<file path="config.mk">
export PLATFORM = sky130hd
export DESIGN_NAME = hkadc_scheduler
export DESIGN_NICKNAME = d
export VERILOG_FILES = /design/src/rtl/hkadc_scheduler.v /design/src/rtl/hkadc_interval_timer.v
export VERILOG_INCLUDE_DIRS = /design/src /design/src/rtl
export SDC_FILE = /design/constraint.sdc
export NUM_CORES = 1
export LEC_CHECK = 0
export BUFFER_PORTS_ARGS = -buffer_cell sky130_fd_sc_hd__buf_2
export CAP_MARGIN = 25
export CORE_UTILIZATION = 40
export DETAILED_ROUTE_END_ITERATION = 6
export GPL_TIMING_DRIVEN = 1
export SETUP_SLACK_MARGIN = 0.5
export SYNTH_ARGS = -nofsm -noshare
export SYNTH_HDL_FRONTEND = slang
export SYNTH_HIERARCHICAL = 1
export SYNTH_SLANG_ARGS = --single-unit
</file>
<file path="constraint.sdc">
create_clock -name clk -period 5.4 [get_ports clk]
set_clock_uncertainty 0.1 [all_clocks]
set_input_delay 0.27 -clock clk [delete_from_list [all_inputs] [get_ports clk]]
set_output_delay 0.27 -clock clk [all_outputs]
set_load 0.02 [all_outputs]
</file>
<file path="src/rtl/hkadc_regs.vh">
`ifndef HKADC_REGS_VH
`define HKADC_REGS_VH
// =====================================
// sfr addresses
`define HKADC_ADDR_TEMP_RESULT 8'hd7
`define HKADC_ADDR_MEAS_START 8'hd8
`define HKADC_ADDR_BATT_RESULT 8'hdf
`define HKADC_ADDR_SUPPLY_RESULT 8'hef
`define HKADC_ADDR_CHANGE_THR 8'hf3
`define HKADC_ADDR_INTERVAL 8'hf9
`define HKADC_ADDR_BATT_LOW_THR 8'hfa
// =====================================
// field positions
`define HKADC_SUP_INT_HI 5
`define HKADC_SUP_INT_LO 4
`define HKADC_BAT_INT_HI 3
`define HKADC_BAT_INT_LO 2
`define HKADC_TMP_INT_HI 1
`define HKADC_TMP_INT_LO 0
`define HKADC_TMP_THR_HI 5
`define HKADC_TMP_THR_LO 3
`define HKADC_SUP_THR_HI 2
`define HKADC_SUP_THR_LO 0
`define HKADC_GO_SUPPLY 2
`define HKADC_GO_TEMP 1
`define HKADC_GO_BATT 0
// =====================================
// reset values
`define HKADC_RST_BYTE 8'h00
// =====================================
// timing, in timebase ticks of one second
`define HKADC_TICKS_PER_MIN 60
`define HKADC_MIN_1 16'd60
`define HKADC_MIN_2 16'd120
`define HKADC_MIN_4 16'd240
`define HKADC_MIN_8 16'd480
`define HKADC_MIN_16 16'd960
// channel codes toward the converter
`define HKADC_CH_BATT 2'd0
`define HKADC_CH_TEMP 2'd1
`define HKADC_CH_SUPPLY 2'd2
`endif

</file>
<file path="src/rtl/hkadc_scheduler.v">
`timescale 1ns/1ns
`include "hkadc_regs.vh"
// Overview of operation
// interval, delta, start registers at F9, F3, D8
// threshold and result registers at FA, EF, DF, D7
// software writes zero to interval bits 7:6
// bits 5:4 set supply interval 8/2/1 min
// bits 3:2 set battery interval 16/4/1 min
// bits 1:0 set temperature interval 8/2/1 min
// delta bits 5:3 set temperature change threshold
// delta bits 2:0 set supply change threshold
// background runs in battery and sleep modes
// compare temperature with last interrupting result
// start bits self clear on converter accept
// interrupt when battery below low threshold
// results update only with converter interrupt; the code also loads them on sfr writes
// intervals counted from always-on timebase
module hkadc_scheduler (
   // clock and reset
   input wire clk,
   input wire rst,
   // sfr access from the core
   input wire [7:0] sfr_addr,
   input wire sfr_wr,
   input wire sfr_rd,
   input wire [7:0] sfr_wdata,
   output reg [7:0] sfr_rdata,
   // always-on timebase, one second pulse from the rtc domain
   input wire rtc_sec_pulse,
   // power mode, informational only
   input wire battery_active_mode,
   input wire sleep_mode,
   // converter handshake
   output reg conv_req,
   output reg [1:0] conv_channel,
   input wire conv_ack,
   input wire conv_done,
   input wire [7:0] conv_result,
   // interrupt pulses toward the core
   output reg temp_irq,
   output reg batt_irq,
   output reg supply_irq,
   output reg batt_low_irq
);
   // =====================================
   // functions
   function [15:0] sup_period;
      input [1:0] code;
      case (code)
         2'b01: sup_period = `HKADC_MIN_8;
         2'b10: sup_period = `HKADC_MIN_2;
         2'b11: sup_period = `HKADC_MIN_1;
         default: sup_period = 16'h0000;
      endcase
   endfunction
   function [15:0] bat_period;
      input [1:0] code;
      case (code)
         2'b01: bat_period = `HKADC_MIN_16;
         2'b10: bat_period = `HKADC_MIN_4;
         2'b11: bat_period = `HKADC_MIN_1;
         default: bat_period = 16'h0000;
      endcase
   endfunction
   // change interrupt decision shared by temperature and supply
   function change_hit;
      input [2:0] thr;
      input [7:0] now;
      input [7:0] last;
      reg [7:0] diff;
      begin
         diff = (now > last) ? now - last : last - now;
         if (thr == 3'b000) begin
            change_hit = 1'b0;
         end else if (thr == 3'b111) begin
            change_hit = 1'b1;
         end else begin
            change_hit = diff > {5'b00000, thr};
         end
      end
   endfunction
   // =====================================
   // registers
   reg [7:0] interval_ctl;
   reg [7:0] change_thr;
   reg [7:0] meas_start;
   reg [7:0] batt_low_thr;
   reg [7:0] temp_result;
   reg [7:0] batt_result;
   reg [7:0] supply_result;
   reg [7:0] temp_last;
   reg [7:0] supply_last;
   reg [2:0] pend_bg;
   reg [2:0] pend_single;
   reg sec_s1, sec_s2, sec_s3;
   wire sec_tick = sec_s2 & ~sec_s3;
   wire [2:0] due;
   localparam ST_IDLE = 3'b001;
   localparam ST_REQ = 3'b010;
   localparam ST_WAIT = 3'b100;
   reg [2:0] state;
   reg [1:0] cur_ch;
   reg cur_single;
   // =====================================
   // timebase crossing
   always @(posedge clk or posedge rst) begin
      if (rst) begin
         sec_s1 <= 1'b0;
         sec_s2 <= 1'b0;
         sec_s3 <= 1'b0;
      end else begin
         sec_s1 <= rtc_sec_pulse;
         sec_s2 <= sec_s1;
         sec_s3 <= sec_s2;
      end
   end
   // =====================================
   // interval timers, running regardless of power mode
   // restart on a write to the interval register, so a new setting counts from the write
   wire wr_interval = sfr_wr && (sfr_addr == `HKADC_ADDR_INTERVAL);
   hkadc_interval_timer u_bat_timer (
      .clk(clk), .rst(rst), .sec_tick(sec_tick),
      .period(bat_period(interval_ctl[`HKADC_BAT_INT_HI:`HKADC_BAT_INT_LO])),
      .clear(wr_interval), .due(due[`HKADC_GO_BATT])
   );
   hkadc_interval_timer u_tmp_timer (
      .clk(clk), .rst(rst), .sec_tick(sec_tick),
      .period(sup_period(interval_ctl[`HKADC_TMP_INT_HI:`HKADC_TMP_INT_LO])),
      .clear(wr_interval), .due(due[`HKADC_GO_TEMP])
   );
   hkadc_interval_timer u_sup_timer (
      .clk(clk), .rst(rst), .sec_tick(sec_tick),
      .period(sup_period(interval_ctl[`HKADC_SUP_INT_HI:`HKADC_SUP_INT_LO])),
      .clear(wr_interval), .due(due[`HKADC_GO_SUPPLY])
   );
   // =====================================
   // sfr write and read, register file
   wire wr_start = sfr_wr && (sfr_addr == `HKADC_ADDR_MEAS_START);
   wire accept = (state == ST_REQ) && conv_ack;
   wire [2:0] accept_bit = {cur_ch == `HKADC_CH_SUPPLY, cur_ch == `HKADC_CH_TEMP, cur_ch == `HKADC_CH_BATT};
   always @(posedge clk or posedge rst) begin
      if (rst) begin
         interval_ctl <= `HKADC_RST_BYTE;
         change_thr <= `HKADC_RST_BYTE;
         meas_start <= `HKADC_RST_BYTE;
         batt_low_thr <= `HKADC_RST_BYTE;
         sfr_rdata <= `HKADC_RST_BYTE;
      end else begin
         if (sfr_wr) begin
            case (sfr_addr)
               `HKADC_ADDR_INTERVAL: interval_ctl <= sfr_wdata;
               `HKADC_ADDR_CHANGE_THR: change_thr <= sfr_wdata;
               `HKADC_ADDR_BATT_LOW_THR: batt_low_thr <= sfr_wdata;
               default: ;
            endcase
         end
         // a write racing the accept wins: a bit set again asks for another conversion
         if (wr_start) begin
            meas_start <= sfr_wdata;
         end else if (accept && cur_single) begin
            meas_start <= meas_start & ~{5'b00000, accept_bit};
         end
         if (sfr_rd) begin
            case (sfr_addr)
               `HKADC_ADDR_INTERVAL: sfr_rdata <= interval_ctl;
               `HKADC_ADDR_CHANGE_THR: sfr_rdata <= change_thr;
               `HKADC_ADDR_MEAS_START: sfr_rdata <= meas_start;
               `HKADC_ADDR_BATT_LOW_THR: sfr_rdata <= batt_low_thr;
               `HKADC_ADDR_SUPPLY_RESULT: sfr_rdata <= supply_result;
               `HKADC_ADDR_BATT_RESULT: sfr_rdata <= batt_result;
               `HKADC_ADDR_TEMP_RESULT: sfr_rdata <= temp_result;
               default: sfr_rdata <= `HKADC_RST_BYTE;
            endcase
         end
      end
   end
   // =====================================
   // request arbiter and converter handshake
   always @(posedge clk or posedge rst) begin
      if (rst) begin
         state <= ST_IDLE;
         pend_bg <= 3'b000;
         conv_req <= 1'b0;
         conv_channel <= `HKADC_CH_BATT;
         cur_ch <= `HKADC_CH_BATT;
         cur_single <= 1'b0;
      end else begin
         // new due wins over the clear on accept
         pend_bg <= (pend_bg & ~(accept_bit & {3{accept & ~cur_single}})) | due;
         case (state)
            ST_IDLE: begin
               if (meas_start[2:0] != 3'b000) begin
                  cur_single <= 1'b1;
                  cur_ch <= meas_start[`HKADC_GO_BATT] ? `HKADC_CH_BATT :
                            meas_start[`HKADC_GO_TEMP] ? `HKADC_CH_TEMP : `HKADC_CH_SUPPLY;
                  state <= ST_REQ;
               end else if (pend_bg != 3'b000) begin
                  cur_single <= 1'b0;
                  cur_ch <= pend_bg[`HKADC_GO_BATT] ? `HKADC_CH_BATT :
                            pend_bg[`HKADC_GO_TEMP] ? `HKADC_CH_TEMP : `HKADC_CH_SUPPLY;
                  state <= ST_REQ;
               end
            end
            ST_REQ: begin
               conv_req <= ~conv_ack;
               conv_channel <= cur_ch;
               if (conv_ack) begin
                  state <= ST_WAIT;
               end
            end
            ST_WAIT: begin
               if (conv_done) begin
                  state <= ST_IDLE;
               end
            end
            default: state <= ST_IDLE;
         endcase
      end
   end
   // =====================================
   // results and interrupts
   wire done_now = (state == ST_WAIT) && conv_done;
   wire tmp_hit = cur_single | change_hit(change_thr[`HKADC_TMP_THR_HI:`HKADC_TMP_THR_LO], conv_result, temp_last);
   wire sup_hit = cur_single | change_hit(change_thr[`HKADC_SUP_THR_HI:`HKADC_SUP_THR_LO], conv_result, supply_last);
   always @(posedge clk or posedge rst) begin
      if (rst) begin
         temp_result <= `HKADC_RST_BYTE;
         batt_result <= `HKADC_RST_BYTE;
         supply_result <= `HKADC_RST_BYTE;
         temp_last <= `HKADC_RST_BYTE;
         supply_last <= `HKADC_RST_BYTE;
         temp_irq <= 1'b0;
         batt_irq <= 1'b0;
         supply_irq <= 1'b0;
         batt_low_irq <= 1'b0;
      end else begin
         temp_irq <= 1'b0;
         batt_irq <= 1'b0;
         supply_irq <= 1'b0;
         batt_low_irq <= 1'b0;
         if (sfr_wr && sfr_addr == `HKADC_ADDR_TEMP_RESULT) temp_result <= sfr_wdata;
         if (sfr_wr && sfr_addr == `HKADC_ADDR_BATT_RESULT) batt_result <= sfr_wdata;
         if (sfr_wr && sfr_addr == `HKADC_ADDR_SUPPLY_RESULT) supply_result <= sfr_wdata;
         if (done_now) begin
            case (cur_ch)
               `HKADC_CH_TEMP: begin
                  if (tmp_hit) begin
                     temp_result <= conv_result;
                     temp_last <= conv_result;
                     temp_irq <= 1'b1;
                  end
               end
               `HKADC_CH_SUPPLY: begin
                  if (sup_hit) begin
                     supply_result <= conv_result;
                     supply_last <= conv_result;
                     supply_irq <= 1'b1;
                  end
               end
               default: begin
                  // battery reports on single request or when below threshold
                  if (cur_single || conv_result < batt_low_thr) begin
                     batt_result <= conv_result;
                     batt_irq <= 1'b1;
                  end
                  batt_low_irq <= conv_result < batt_low_thr;
               end
            endcase
         end
      end
   end
endmodule // hkadc_scheduler

</file>
<file path="src/rtl/hkadc_interval_timer.v">
`timescale 1ns/1ns
// =====================================
// per-channel background interval timer
module hkadc_interval_timer (
   // clock and reset
   input wire clk,
   input wire rst,
   // timebase and setting
   input wire sec_tick,
   input wire [15:0] period,
   input wire clear,
   // request
   output reg due
);
   reg [15:0] count;
   always @(posedge clk or posedge rst) begin
      if (rst) begin
         count <= 16'h0000;
         due <= 1'b0;
      end else begin
         due <= 1'b0;
         if (period == 16'h0000) begin
            count <= 16'h0000;
         end else if (sec_tick) begin
            if (count >= period - 16'h0001) begin
               count <= 16'h0000;
               due <= 1'b1;
            end else begin
               count <= count + 16'h0001;
            end
         end
         if (clear) begin
            count <= 16'h0000;
         end
      end
   end
endmodule // hkadc_interval_timer

</file>
-- After elaboration in Yosys (flattened, before gate mapping)
Cells that the tools add are included.
- register bits: 150
- word-level logic and storage cells: 185
- output and inout port bits: 15
- input port bits: 33
- $lt $le $gt $ge: 8
- add/sub/neg operators: 10
- reductions and logical operators: 30
- bitwise logic cells: 13
- muxes and demuxes: 69
- equality and inequality tests: 26
- operator list (cell ; number):
    $mux 16 ; 12
    $mux 8 ; 16
    $eq 8x8->1 const B ; 7
    $pmux 8 s7 ; 1
    $pmux 9 s3 ; 2
    $add 16x1->16 const B ; 3
    $ge 16x16->1 ; 3
    $logic_not 16->1 ; 3
    $sub 8x8->8 ; 4
    $pmux 10 s3 ; 1
    $mux 1 ; 26
    $sub 9x1->10 const B ; 2
    $gt 8x3->1 ; 2
    $gt 8x8->1 ; 2
    $reduce_bool 3->1 ; 5
    $eq 2x2->1 const B ; 7
    $mux 2 ; 6
    $mux 3 ; 4
    $sub 10x1->11 const B ; 1
    $eq 3x3->1 const B ; 3
    $pmux 3 s3 ; 1
    $reduce_and 3->1 ; 3
    $and 8x8->8 ; 1
    $eq 2x1->1 const B ; 4
    19 further kinds ; 37

-- Longest topological paths before layout
- depth in word-level cells: 9
- gate-level depth with buffers: 18

-- By module
Netlist, hierarchy kept.
- modules (own cells, without submodules) (module ; times used ; area an instance (µm²) ; cells each):
    hkadc_scheduler ; 1 ; 6621.4 ; 670
    hkadc_interval_timer at u_bat_timer ... ; 2 ; 1567.8 ; 183
    hkadc_interval_timer at u_sup_timer ; 1 ; 1587.8 ; 179

-- Worst setup path after synthesis
No wires, ideal clock.
- path kind: register to register
- start point: reg interval_ctl[4]
- end point: reg u_sup_timer.count[13]
- clock period less this slack: 4110 ps
- arrival: 3946 ps
- cell stages (with the launch flop): 17
- path slack: 1290 ps
- path through: dfrtp_1 ha_1 or2_2 or3_4 or4_4 nor4_4 nand2b_2 nor4_2 xnor2_1 ha_1 nand4_1 inv_1 a221oi_1 nand3_2 buf_4 nor4b_1 a21o_1
- cells in the longest elaborated chain, start to end: 8
- elaborated cells between the ends (all ways): 12
- classes of those cells: add/sub: 1; order compare: 1; eq/ne: 3; mux: 5; reduce/logical: 2
- RTL lines (what ; line ; text):
    start: declaration ; hkadc_scheduler.v:84 ; reg [7:0] interval_ctl;
    start signal: assignment ; hkadc_scheduler.v:143 ; interval_ctl <= `HKADC_RST_BYTE;
    start signal: assignment ; hkadc_scheduler.v:151 ; `HKADC_ADDR_INTERVAL: interval_ctl <= sfr_wdata;
    $eq 2x2->1 or $eq 2x1->1 (tied branches) ; hkadc_scheduler.v:49 ; case (code)
    $pmux 9 s3 (*) ; hkadc_scheduler.v:49 ;
    $sub 9x1->10 ; hkadc_interval_timer.v:25 ; if (count >= period - 16'h0001) begin
    $ge 16x16->1 ; hkadc_interval_timer.v:25 ;
    $mux 16 ; hkadc_interval_timer.v:25 ;
    $mux 16 ; hkadc_interval_timer.v:24 ; end else if (sec_tick) begin
    $mux 16 ; hkadc_interval_timer.v:22 ; if (period == 16'h0000) begin
    $mux 16 ; hkadc_interval_timer.v:32 ; if (clear) begin
    end signal: assignment ; hkadc_interval_timer.v:29 ; count <= count + 16'h0001;
    end: declaration ; hkadc_interval_timer.v:15 ; reg [15:0] count;
Mark *: on every way between the ends. The rest lies on a longest branch, timed or not. The select of a mux whose other input is x is not followed.
A chain may end at the register's enable or synchronous reset.

-- Worst setup path in the final report
- start point: reg interval_ctl[5]
- end point: reg u_sup_timer.count[14]
Same word-level chain as after synthesis.

==> metrics.txt <==
combinational share of power 28.9%; Post-synth EDFFs 0; outcome complete, no violations; Worst path max stage delay 0.50 ns; CTS Root Cell clkbuf_16; post-DR vias/cell 5.34; Yosys reg bits 150; Post-layout nets about 1500; f_max 218 MHz; htree depth 4; area share of the largest cell type after synthesis between 30% and 40%; Clk pin slew, worst setup/hold paths 0.07 ns; Design Area, Final 0.0128 mm²; worst-path fanout max 13; sequential share of power between 40% and 50%; Worst Path Required 5.67 ns; Crit path arrival time 4.86 ns; Final Non-Filler Cells 1730; sequential area share after synthesis around 33%; Switching Fraction 36.4%; IO Count 48; share of flip-flops with an asynchronous set or reset 100%; dpl hpwl slightly above 20000 µm; synth top area cells dfrtp_1, ha_1, mux2i_1; cts bufs inserted 17; Cells after Synth 1215; post-synth top area cell dfrtp_1; drt first-iter violations around 570; vias 9241; fin crit period 4.59 ns; synthesis warning total 6; GP Congestion 0.907; Clock Power Share a little under a third; routed len/inst between 15 and 20 µm; Die Width 170 µm; post-placement cell count 1694; clk sinks 150; P_int 2.50 mW; # DRC 0; Design Power around 3.9 mW; pin count of the biggest net entering global routing 68; Tcrit/Tclk final 84.9%; storage element area around 0.0038 mm²; most used cell, CP ha_1; RSZ-0062 raised after global routing no; top_reg_cell synth dfrtp_1; share of layout cells above drive strength 1 11.8%; Std-Cell Rows 61; Syn Area/Cell about 9.3 µm²; CTS Buffer Depth 2; vias in the first global route just under 9000; core box area about 0.028 mm²; # setup viols final 0; Net Sw Power 1.44 mW; LEAKAGE between 6 and 7 nW; total die area about 0.029 mm²; Mapped Area between 0.01 and 0.015 mm²; Placement Cell Area 0.0122 mm²; final hold vios 0; CTS tree yes; Area Overhead vs Synth 12.9%; PwrDens 308 mW/mm²; Worst-Skew Late Latency roughly 0.43 ns; Die Ht approximately 170 µm; critical-path cell list ha_1 > or2_2 > or3_4 > or4_4 > nor4_4 > nand2b_2 > nor4_2 > xnor2_1 > ha_1 > nand4_1 > inv_1 > a221oi_1 > nand3_2 > nor2_2 > a22o_1; CP Launch Type register; cell at the slowest stage of the critical path a221oi_1; Synth cell types just over 90; final number of max-transition violations 0; area of the multi-input gates approximately 0.0073 mm²; Setup TNS 0 ns; Post-Route WL roughly 27000 µm; total grt overflow 0; GRT Total Usage 19.7%; initial antenna violation count 0; Buffers on Ports 45; Pre-antenna DRT Iters 5; Slew Limit Headroom 37.1%; first-pass GRT wire length 45000 µm; max capacitance violation total 0; Hold Crit Class input pin to register; Post-DRT Antenna Nets 0; worst vdd ir between 0.2 and 0.25 mV; Hold Worst Slack 0.0502 ns; Initial Util 40.7%; CP Class register to register; Fillers 2757; ANT cells 0; CP endpoint kind register; Worst-Margin Slew 0.941 ns
==> state kept, by name, summed over array words and instances, names as in the netlist, 8 cells and up <==
| register | flops |
|---|---|
| batt_low_thr | 8 |
| batt_result | 8 |
| change_thr | 8 |
| interval_ctl | 8 |
| meas_start | 8 |
| sfr_rdata | 8 |
| supply_last | 8 |
| supply_result | 8 |
| temp_last | 8 |
| temp_result | 8 |
| u_bat_timer/count | 16 |
| u_sup_timer/count | 16 |
| u_tmp_timer/count | 16 |
==> worst paths after layout <==
| check | slack, ns | to | startpoint | cells past startpoint |
|---|---|---|---|---|
| worst max-delay path | 0.81 | u_sup_timer/count[14]$_DFFE_PP0P_ | interval_ctl[5]$_DFFE_PP0P_ | 15 |
| worst max register to register | 0.81 | u_sup_timer/count[14]$_DFFE_PP0P_ | interval_ctl[5]$_DFFE_PP0P_ | 15 |
| min in group asynchronous | 0.33 | sec_s3$_DFF_PP0_ | rst | 3 |
| worst min register to register | 0.26 | sec_s2$_DFF_PP0_ | sec_s1$_DFF_PP0_ | 0 |
| worst min-delay path | 0.05 | state[0]$_DFFE_PP1P_ | conv_done | 3 |
| max in group asynchronous | 3.59 | batt_low_irq$_DFF_PP0_ | rst | 4 |
==> through the flow <==
stage                     setup slack [ns]  util, %
after floorplan                       1.29        -
after global placement               0.701     43.7
after detailed placement             0.582     43.7
after CTS                            0.554     45.9
after global routing                 0.535     46.0
final                                0.813     46.0
==> cell type report <==
class | count | area share (%)
flip-flops and latches | 150 | 29.3
inverters | 92 | 2.72
clock inverters | 13 | 1.08
repair buffers | 57 | 2.50
multi-input cells | 1021 | 57.2
clock buffers | 19 | 3.46
well taps | 378 | 3.69
==> cells in the mapped netlist, types with 16 or more instances <==
master     n
nor2_1    78
inv_1     89
nand2_1  106
and3_1    19
a211o_1   23
ha_1     111
nand3_1   31
nor3_1    42
xnor2_1   34
a21o_1    17
o22ai_1   16
o21ai_0   45
mux2i_1   53
nor2b_1   23
nand4_1   24
mux2_2    23
a21oi_1   54
dfrtp_1  149
xor2_1    18
==> cell usage in the layout, fill, tap and decap left out, types with 16 or more instances in the layout <==
master	instances
nand4_1	24
mux2i_1	53
nor3_1	42
xor2_1	18
inv_1	88
nand2_1	106
buf_2	46
dfrtp_1	149
conb_1	86
nand3_1	31
a21o_1	17
mux2_2	23
clkbuf_16	17
a21oi_1	54
and3_1	19
a211o_1	23
o22ai_1	16
nor2_1	78
o21ai_0	45
xnor2_1	34
ha_1	111
nor2b_1	23
==> layer usage <==
metal | track usage, % | routed length [µm] | share of wire [%] | up-vias
met1 | 26.2 | 13200 | 48 | 4451
met2 | 33.3 | 12900 | 47 | 154
met5 | 0 | 0 | 0 | -
met3 | 3.30 | 963 | 3.5 | 21
met4 | 4.50 | 311 | 1.1 | 0
li1 | - | - | - | 4615
==> power by group through the flow <==
stage,sequential (mW),combinational (mW),clock (mW)
after global placement,1.59,1.09,0
after global routing,1.62,1.30,1.29
final,1.58,1.14,1.22
after CTS,1.58,1.13,1.25
after detailed placement,1.60,1.13,0
after floorplan,1.53,0.911,0
==> logic make-up (layout without fill, tap and decap cells) <==
kind of cell	count (synthesis)	after routing	synth area share, %
compound gates	270	270	16.9
xor+xnor	52	52	4.01
fa+ha+maj	115	115	12.9
buf+inv	129	181	5.24
flops	150	150	33.1
mux	80	80	7.42
other cells	1	86	0.0331
simple gates	418	418	20.3
==> critical path: cells and delay by family, from the launching register on <==
family | cells | cell delay, ns
compound gates | 2 | 0.72
xor+xnor | 1 | 0.11
fa+ha+maj | 2 | 0.57
buf+inv | 1 | 0.06
flops | 1 | 0.43
simple gates | 9 | 2.55
==> what timing repair did <==
item                                   4_1_cts  5_1_grt
setup endpoints to repair                    0       22
hold buffers                                 3        0
endpoints found under the hold margin       84        0
gates resized for setup                      0        2
setup buffers                                0        1
Note: power is estimated with default switching activity, not from simulation.
